--- src/include/mief_map.svh ---
`ifndef MIEF_MAP_SVH
`define MIEF_MAP_SVH

// ****************************************
// Register offsets
// ****************************************
`define MIEF_ADDR_W 4
`define MIEF_OFS_CORE 4'h0
`define MIEF_OFS_PIE_BASE 4'h1
`define MIEF_OFS_PIR_BASE 4'h4
`define MIEF_OFS_EDGE_CTRL 4'h7

// ****************************************
// Core control and edge control register fields
// ****************************************
`define MIEF_BIT_GIE 7
`define MIEF_BIT_PERIPH_GROUP_ENABLE 6
`define MIEF_BIT_T0IE 5
`define MIEF_BIT_EXTIE 4
`define MIEF_BIT_PCIE 3
`define MIEF_BIT_T0IF 2
`define MIEF_BIT_EXTIF 1
`define MIEF_BIT_PCIF 0
`define MIEF_BIT_EDGE_SEL 0

// ****************************************
// Implemented bit masks and reset values
// ****************************************
`define MIEF_MASK_ONE 8'hCB
`define MIEF_MASK_TWO 8'h6C
`define MIEF_MASK_THREE 8'h03
`define MIEF_RESET_BYTE 8'h00
`define MIEF_ZERO_BYTE 8'h00

// ****************************************
// Interrupt vector
// ****************************************
`define MIEF_VECTOR_ADDR 16'h0004
`define MIEF_VECTOR_RESET 16'h0000

`endif

--- src/include/mief_pkg.sv ---
package mief_pkg;

    // ****************************************
    // Shared types
    // ****************************************
    typedef logic [7:0] mief_byte_type;
    typedef logic [15:0] mief_addr16_type;

    typedef enum {
        MIEF_EDGE_FALLING,
        MIEF_EDGE_RISING
    } mief_edge_type;

endpackage : mief_pkg

--- src/verilog/mief_bank.sv ---
// Operation
// Global enable gates every interrupt request
// Group enable gates all peripheral interrupts
// Flags set regardless of any enable
// Software clears flags before enabling sources
// Core enables for timer0, pin, change
// Timer0 flag set on count overflow
// Pin flag set on external pin event
// Change summary is OR of pin flags
// Change summary read-only, writes ignored
// Enable register one holds five enables
// Request register one mirrors enable positions
// Enable register two holds four enables
// Request register two holds four flags
// Enable register three holds logic cells
// Unimplemented bits ignore writes, read zero
// All bits reset to zero
// Entry clears global enable, loads vector
// Return instruction sets global enable again
// Edge select picks rising or falling
// Request register three holds cell flags
// Request combines core and gated peripheral
// Event set wins over software clear
//
// The strobed register port and the register offsets were decided locally.
`include "mief_map.svh"

module mief_bank
    import mief_pkg::*;
#(
    parameter int PIN_N = 12,
    parameter int PERIPH_N = 3
) (
    input wire logic i_mclk,
    input wire logic i_resetn,
    input wire logic [`MIEF_ADDR_W-1:0] i_addr,
    input wire logic [7:0] i_wdata,
    input wire logic i_wr,
    input wire logic i_rd,
    output logic [7:0] o_rdata,
    input wire logic i_timer0_ovf,
    input wire logic i_ext_pin,
    input wire logic [PIN_N-1:0] i_per_pin_change_flags,
    input wire logic [7:0] i_periph1_events,
    input wire logic [7:0] i_periph2_events,
    input wire logic [7:0] i_periph3_events,
    input wire logic i_return_from_irq_instr,
    output logic o_irq_req,
    output logic o_irq_entry,
    output logic [15:0] o_vector_addr,
    output logic o_wake,
    output logic o_global_irq_enable
);

    // ****************************************
    // Implemented bit mask per peripheral register
    // ****************************************
    function automatic mief_byte_type periph_mask(input int idx);
        mief_byte_type m;
        m = `MIEF_ZERO_BYTE;
        case (idx)
            0: begin
                m = `MIEF_MASK_ONE;
            end
            1: begin
                m = `MIEF_MASK_TWO;
            end
            2: begin
                m = `MIEF_MASK_THREE;
            end
            default: begin
                m = `MIEF_ZERO_BYTE;
            end
        endcase
        return m;
    endfunction : periph_mask

    // ****************************************
    // Core control state
    // ****************************************
    logic global_irq_enable_q;
    logic periph_group_enable_q;
    logic timer0_ovf_enable_q;
    logic ext_pin_irq_enable_q;
    logic pin_change_enable_q;
    logic timer0_ovf_flag_q;
    logic ext_pin_irq_flag_q;
    logic pin_change_summary_flag_q;
    logic ext_pin_edge_select_q;

    mief_byte_type pie_q [PERIPH_N];
    mief_byte_type pir_q [PERIPH_N];
    mief_byte_type periph_events [PERIPH_N];
    logic [PERIPH_N-1:0] periph_pending;
    mief_byte_type periph_chain [PERIPH_N+1];
    mief_byte_type core_byte;
    mief_byte_type edge_byte;

    logic core_wr;
    logic edge_wr;
    logic ext_pin_event;
    logic core_pending;
    logic any_periph_pending;
    logic irq_req_d;
    logic wake_d;

    logic irq_req_q;
    logic irq_entry_q;
    mief_addr16_type vector_addr_q;
    logic wake_q;
    mief_byte_type rdata_q;

    assign periph_events[0] = i_periph1_events;
    assign periph_events[1] = i_periph2_events;
    assign periph_events[2] = i_periph3_events;
    assign periph_chain[0] = `MIEF_ZERO_BYTE;

    assign core_wr = i_wr && (i_addr == `MIEF_OFS_CORE);
    assign edge_wr = i_wr && (i_addr == `MIEF_OFS_EDGE_CTRL);

    // ****************************************
    // External pin edge detection
    // ****************************************
    mief_pin_edge u_pin_edge (
        .i_mclk(i_mclk),
        .i_resetn(i_resetn),
        .i_pin(i_ext_pin),
        .i_edge_sel(ext_pin_edge_select_q),
        .o_event(ext_pin_event)
    );

    always_ff @(posedge i_mclk or negedge i_resetn) begin
        if (!i_resetn) begin
            ext_pin_edge_select_q <= 1'b0;
        end else if (edge_wr) begin
            ext_pin_edge_select_q <= i_wdata[`MIEF_BIT_EDGE_SEL];
        end
    end

    // ****************************************
    // Global enable
    // ****************************************
    always_ff @(posedge i_mclk or negedge i_resetn) begin
        if (!i_resetn) begin
            global_irq_enable_q <= 1'b0;
        end else if (irq_req_d) begin
            global_irq_enable_q <= 1'b0;
        end else if (i_return_from_irq_instr) begin
            global_irq_enable_q <= 1'b1;
        end else if (core_wr) begin
            global_irq_enable_q <= i_wdata[`MIEF_BIT_GIE];
        end
    end

    // ****************************************
    // Core enables
    // ****************************************
    always_ff @(posedge i_mclk or negedge i_resetn) begin
        if (!i_resetn) begin
            periph_group_enable_q <= 1'b0;
            timer0_ovf_enable_q <= 1'b0;
            ext_pin_irq_enable_q <= 1'b0;
            pin_change_enable_q <= 1'b0;
        end else if (core_wr) begin
            periph_group_enable_q <= i_wdata[`MIEF_BIT_PERIPH_GROUP_ENABLE];
            timer0_ovf_enable_q <= i_wdata[`MIEF_BIT_T0IE];
            ext_pin_irq_enable_q <= i_wdata[`MIEF_BIT_EXTIE];
            pin_change_enable_q <= i_wdata[`MIEF_BIT_PCIE];
        end
    end

    // ****************************************
    // Core flags
    // ****************************************
    always_ff @(posedge i_mclk or negedge i_resetn) begin
        if (!i_resetn) begin
            timer0_ovf_flag_q <= 1'b0;
        end else if (i_timer0_ovf) begin
            timer0_ovf_flag_q <= 1'b1;
        end else if (core_wr) begin
            timer0_ovf_flag_q <= i_wdata[`MIEF_BIT_T0IF];
        end
    end

    always_ff @(posedge i_mclk or negedge i_resetn) begin
        if (!i_resetn) begin
            ext_pin_irq_flag_q <= 1'b0;
        end else if (ext_pin_event) begin
            ext_pin_irq_flag_q <= 1'b1;
        end else if (core_wr) begin
            ext_pin_irq_flag_q <= i_wdata[`MIEF_BIT_EXTIF];
        end
    end

    // Summary follows the per-pin flags only; bus writes never reach it
    always_ff @(posedge i_mclk or negedge i_resetn) begin
        if (!i_resetn) begin
            pin_change_summary_flag_q <= 1'b0;
        end else begin
            pin_change_summary_flag_q <= |i_per_pin_change_flags;
        end
    end

    // ****************************************
    // Peripheral enable and request registers
    // ****************************************
    generate
        for (genvar g = 0; g < PERIPH_N; g++) begin : g_periph
            logic pie_hit;
            logic pir_hit;
            logic pie_wr;
            logic pir_wr;
            mief_byte_type view;

            assign pie_hit = (i_addr == (`MIEF_OFS_PIE_BASE + `MIEF_ADDR_W'(g)));
            assign pir_hit = (i_addr == (`MIEF_OFS_PIR_BASE + `MIEF_ADDR_W'(g)));
            assign pie_wr = i_wr && pie_hit;
            assign pir_wr = i_wr && pir_hit;

            always_ff @(posedge i_mclk or negedge i_resetn) begin
                if (!i_resetn) begin
                    pie_q[g] <= `MIEF_RESET_BYTE;
                end else if (pie_wr) begin
                    pie_q[g] <= i_wdata & periph_mask(g);
                end
            end

            always_ff @(posedge i_mclk or negedge i_resetn) begin
                if (!i_resetn) begin
                    pir_q[g] <= `MIEF_RESET_BYTE;
                end else if (pir_wr) begin
                    pir_q[g] <= (i_wdata | periph_events[g]) & periph_mask(g);
                end else begin
                    pir_q[g] <= (pir_q[g] | periph_events[g]) & periph_mask(g);
                end
            end

            assign periph_pending[g] = |(pie_q[g] & pir_q[g]);
            assign view = pie_hit ? pie_q[g] : (pir_hit ? pir_q[g] : `MIEF_ZERO_BYTE);
            assign periph_chain[g+1] = periph_chain[g] | view;
        end
    endgenerate

    // ****************************************
    // Request combination
    // ****************************************
    always_comb begin
        core_pending = (timer0_ovf_enable_q && timer0_ovf_flag_q)
            || (ext_pin_irq_enable_q && ext_pin_irq_flag_q)
            || (pin_change_enable_q && pin_change_summary_flag_q);
        any_periph_pending = periph_group_enable_q && (|periph_pending);
        wake_d = core_pending || (|periph_pending);
        irq_req_d = global_irq_enable_q && (core_pending || any_periph_pending);
    end

    // ****************************************
    // Core hand-off
    // ****************************************
    always_ff @(posedge i_mclk or negedge i_resetn) begin
        if (!i_resetn) begin
            irq_req_q <= 1'b0;
        end else begin
            irq_req_q <= irq_req_d;
        end
    end

    // ****************************************
    // Entry pulse
    // ****************************************
    always_ff @(posedge i_mclk or negedge i_resetn) begin
        if (!i_resetn) begin
            irq_entry_q <= 1'b0;
        end else begin
            irq_entry_q <= irq_req_d;
        end
    end

    always_ff @(posedge i_mclk or negedge i_resetn) begin
        if (!i_resetn) begin
            vector_addr_q <= `MIEF_VECTOR_RESET;
        end else if (irq_req_d) begin
            vector_addr_q <= `MIEF_VECTOR_ADDR;
        end
    end

    always_ff @(posedge i_mclk or negedge i_resetn) begin
        if (!i_resetn) begin
            wake_q <= 1'b0;
        end else begin
            wake_q <= wake_d;
        end
    end

    // ****************************************
    // Readable register bytes
    // ****************************************
    always_comb begin
        core_byte = `MIEF_ZERO_BYTE;
        core_byte[`MIEF_BIT_GIE] = global_irq_enable_q;
        core_byte[`MIEF_BIT_PERIPH_GROUP_ENABLE] = periph_group_enable_q;
        core_byte[`MIEF_BIT_T0IE] = timer0_ovf_enable_q;
        core_byte[`MIEF_BIT_EXTIE] = ext_pin_irq_enable_q;
        core_byte[`MIEF_BIT_PCIE] = pin_change_enable_q;
        core_byte[`MIEF_BIT_T0IF] = timer0_ovf_flag_q;
        core_byte[`MIEF_BIT_EXTIF] = ext_pin_irq_flag_q;
        core_byte[`MIEF_BIT_PCIF] = pin_change_summary_flag_q;
        edge_byte = `MIEF_ZERO_BYTE;
        edge_byte[`MIEF_BIT_EDGE_SEL] = ext_pin_edge_select_q;
    end

    // ****************************************
    // Register read port
    // ****************************************
    always_ff @(posedge i_mclk or negedge i_resetn) begin
        if (!i_resetn) begin
            rdata_q <= `MIEF_ZERO_BYTE;
        end else if (i_rd) begin
            case (i_addr)
                `MIEF_OFS_CORE: begin
                    rdata_q <= core_byte;
                end
                `MIEF_OFS_EDGE_CTRL: begin
                    rdata_q <= edge_byte;
                end
                default: begin
                    rdata_q <= periph_chain[PERIPH_N];
                end
            endcase
        end else begin
            rdata_q <= `MIEF_ZERO_BYTE;
        end
    end

    // ****************************************
    // Outputs
    // ****************************************
    assign o_rdata = rdata_q;
    assign o_irq_req = irq_req_q;
    assign o_irq_entry = irq_entry_q;
    assign o_vector_addr = vector_addr_q;
    assign o_wake = wake_q;
    assign o_global_irq_enable = global_irq_enable_q;

endmodule : mief_bank

--- src/verilog/mief_pin_edge.sv ---
`include "mief_map.svh"

module mief_pin_edge
    import mief_pkg::*;
(
    input wire logic i_mclk,
    input wire logic i_resetn,
    input wire logic i_pin,
    input wire logic i_edge_sel,
    output logic o_event
);

    // ****************************************
    // Three stage pin synchroniser
    // ****************************************
    logic sync1_q;
    logic sync2_q;
    logic sync3_q;
    logic level_q;
    logic event_q;
    mief_edge_type edge_mode;

    always_ff @(posedge i_mclk or negedge i_resetn) begin
        if (!i_resetn) begin
            sync1_q <= 1'b0;
            sync2_q <= 1'b0;
            sync3_q <= 1'b0;
        end else begin
            sync1_q <= i_pin;
            sync2_q <= sync1_q;
            sync3_q <= sync2_q;
        end
    end

    // ****************************************
    // Accepted level, taken when two stages agree
    // ****************************************
    always_ff @(posedge i_mclk or negedge i_resetn) begin
        if (!i_resetn) begin
            level_q <= 1'b0;
        end else if (sync2_q == sync3_q) begin
            level_q <= sync3_q;
        end
    end

    // ****************************************
    // Edge pick by edge select
    // ****************************************
    always_comb begin
        edge_mode = i_edge_sel ? MIEF_EDGE_RISING : MIEF_EDGE_FALLING;
    end

    always_ff @(posedge i_mclk or negedge i_resetn) begin
        if (!i_resetn) begin
            event_q <= 1'b0;
        end else if (sync2_q == sync3_q && sync3_q != level_q) begin
            case (edge_mode)
                MIEF_EDGE_RISING: begin
                    event_q <= sync3_q;
                end
                MIEF_EDGE_FALLING: begin
                    event_q <= !sync3_q;
                end
                default: begin
                    event_q <= 1'b0;
                end
            endcase
        end else begin
            event_q <= 1'b0;
        end
    end

    assign o_event = event_q;

endmodule : mief_pin_edge
--- config.mk ---
export PLATFORM = sky130hd
export DESIGN_NAME = mief_bank
export DESIGN_NICKNAME = d
export VERILOG_FILES = /design/src/include/mief_pkg.sv /design/src/verilog/mief_bank.sv /design/src/verilog/mief_pin_edge.sv
export VERILOG_INCLUDE_DIRS = /design/src /design/src/include
export SDC_FILE = /design/constraint.sdc
export NUM_CORES = 1
export LEC_CHECK = 0
export BUFFER_PORTS_ARGS = -buffer_cell sky130_fd_sc_hd__buf_2
export CAP_MARGIN = 20
export CORE_UTILIZATION = 45
export CTS_CLUSTER_DIAMETER = 100
export DETAILED_ROUTE_END_ITERATION = 10
export PLACE_DENSITY_LB_ADDON = 0.3
export SYNTH_ARGS = -nofsm -noshare
export SYNTH_HDL_FRONTEND = slang
export SYNTH_SLANG_ARGS = --single-unit
--- constraint.sdc ---
create_clock -name i_mclk -period 1.3 [get_ports i_mclk]
set_input_delay 0.26 -clock i_mclk [delete_from_list [all_inputs] [get_ports i_mclk]]
set_output_delay 0.26 -clock i_mclk [all_outputs]
set_load 0.05 [all_outputs]
==> results.json <==
{
  "die_y_um": 75.4,
  "ys_top_cells_by_area": "dfrtp_1 49%, mux2_2 7.9%, buf_4 5.6%, nand3b_1 3.4%, nand2_1 2.8%",
  "hold_slack_ns": 0.0610,
  "via_count": 1945,
  "pin_count": 83,
  "critPathLaunch": "pie_q[13]",
  "worstHoldPathType": "in2reg",
  "grt_setup_unrepaired": "true",
  "cts_buffers": 5,
  "core-area_um2": 5140,
  "required_ns": 1.51,
  "cts_root_buffer": "clkbuf_8",
  "first_pass_iters": 4,
  "outcome": "complete, but fails checks",
  "drc": 0,
  "max_freq_mhz": 652,
  "overflow": 0,
  "r2r_cells": 4,
  "p_leak_nw": 1.46,
  "start_util_pct": 47.1,
  "routed_wl_um": 5650,
  "finalSetupViolations": 4,
  "yosys_most_used_dff": "dfrtp_1",
  "viasPerCell": 5.07,
  "n_antenna_cell": 0,
  "layout_setup_ws_ns": -0.233,
  "die_x_um": 75.4,
  "tritoncts": "done",
  "power_density_nw_per_um2": 1260,
  "crit_type": "reg2reg",
  "hold_viol": 0,
  "grt_pass1_wl_um": 9130,
  "drt_iter0_markers": 105,
  "grtUsageTotal_pct": 22.0,
  "dieArea_um2": 5680,
  "timing.final.crit_share_pct": 118,
  "drv_slew": 0,
  "seq_area_frac_synth_pct": 48.6,
  "grt_max_degree": 20,
  "final_common_cell": "buf_2",
  "start_kind": "flip-flop",
  "num-nets-final": 368,
  "antenna_found_initial": 0,
  "fin_skew_ns": 0.0125,
  "fillerInstances": 464,
  "r2r-end": "o_vector_addr[2]",
  "synth_warnings": 0,
  "reg2reg_setup_slack_ns": -0.23,
  "maxCapViolCount": 0,
  "ant_nets": 0,
  "r2r-start": "pie_q[13]",
  "async_reset_ff_share_pct": 100,
  "htreeDepth": 2,
  "port_buffers": 54,
  "synth_top_area_share_pct": 48.6,
  "gp_congestion": 0.852,
  "crit_arrival_ns": 1.74,
  "period_needed_ns": 1.53,
  "violations": "negative setup slack",
  "fin_tns_setup_ns": -0.744,
  "syn_inst": 216,
  "clock_path_buffers": 2,
  "fin_cells": 384,
  "syn_area_um2": 2420,
  "grt_pass1_vias": 1858,
  "ys_ff_latch": 47,
  "vdd_drop_max_uv": 825,
  "drive_gt1_share_pct": 43.3,
  "syn_area_per_cell_um2": 11.2,
  "wl_per_cell_um": 14.7,
  "synth_top_area_cell": "dfrtp_1",
  "dp.final_hpwl_um": 4270,
  "ys_types": 49,
  "clk_latency_ns": 0.30,
  "synthToLayoutAreaGrowth_pct": 31.9,
  "row_count": 26,
  "critical_path.max_fanout": 4,
  "post-place-cells": 374,
  "cts_sinks": 47,
  "synth-edff-count": 0,
  "critical_path.endpoint": "o_vector_addr[2]",
  "final_cell_mix": "53 x buf_2, 47 x dfrtp_1, 41 x buf_4",
  "critPathCaptureType": "flip-flop",
  "cts.clk_slew.worst_paths_ns": 0.10
}
## area by class of cell
cell class	count	area, µm²	share of cell area, %
inverter	5	18.8	0.588
sequential	47	1180	36.8
multi-input combinational	153	1100	34.6
tap	70	87.6	2.74
clock inverter	3	46.3	1.45
clock buffer	5	68.8	2.16
timing repair buffer	101	691	21.6
## power by group
| part | internal [mW] | switching (mW) | total [mW] | leakage, nW |
|---|---|---|---|---|
| Clock | 0.580 | 0.520 | 1.10 | 0.0548 |
| Sequential | 1.64 | 0.115 | 1.76 | 0.533 |
| Combinational | 0.531 | 0.651 | 1.18 | 0.869 |
| Total | 2.75 | 1.29 | 4.04 | 1.46 |
## cell families after synthesis
| group | Yosys count | synth area share, % |
|---|---|---|
| buffers and inverters | 30 | 8.84 |
| AO/OA/AOI/OAI | 44 | 13.6 |
| flip-flops | 47 | 48.6 |
| other | 1 | 0.155 |
| multiplexers | 20 | 9.15 |
| adder cells (fa/ha/maj) | 1 | 0.413 |
| AND/OR/NAND/NOR | 73 | 19.3 |
## worst max-delay path, stage by stage (launching register included)
cell      delay [ns]
dfrtp_1         0.40
a222oi_1        0.41
nand2_1         0.11
or3_4           0.37
a21o_1          0.16
## metal layers
metal / up-vias / wire length, µm / track usage, %
met5: - / 0 / 0
met2: 46 / 2800 / 36.1
li1: 955 / - / -
met1: 940 / 2600 / 30.6
met4: 0 / 43 / 5.56
met3: 4 / 200 / 3.57
## how the worst min path moves through the flow
| stage | to | cells past startpoint | startpoint |
|---|---|---|---|
| after floorplan | ext_pin_edge_select_q | 0 | i_resetn |
| after global placement | pir_q[13] | 1 | i_resetn |
| after detailed placement | pir_q[13] | 1 | i_resetn |
| after CTS | u_pin_edge.sync1_q | 1 | i_ext_pin |
| after global routing | u_pin_edge.sync1_q | 1 | i_ext_pin |
| final | u_pin_edge.sync1_q | 1 | i_ext_pin |
## synth_stat cells (3+ instances only)
cell	number
dfrtp_1	47
buf_4	18
nand2_1	18
mux2_2	17
nand3b_1	11
nor2_1	11
o21ai_0	8
a211o_1	7
nor2b_1	6
a21oi_1	5
inv_1	5
a22oi_1	4
buf_6	4
nand4b_1	4
nor4_1	4
buf_2	3
mux2i_1	3
## what timing repair did
item | in CTS | in global routing
setup buffers | 0 | 1
hold buffers | 1 | 0
endpoints found under the setup margin | 4 | 5
gates resized for setup | 0 | 2
pin swaps | 1 | 2
endpoints found under the hold margin | 11 | 0
## through the flow
| step | cell area (µm²) | utilization (%) | power [mW] | setup WS, ns |
|---|---|---|---|---|
| finish | 3190 | 62.1 | 4.04 | -0.233 |
| global route | 3190 | 62.1 | 4.23 | -0.307 |
| CTS | 3180 | 61.9 | 4.03 | -0.238 |
| detailed placement | 3060 | 59.4 | 2.92 | -0.235 |
| global placement | 3060 | 59.4 | 2.90 | -0.200 |
| floorplan | 2500 | - | 2.52 | -0.0991 |
No activity file was read; power rests on OpenSTA's default activity.
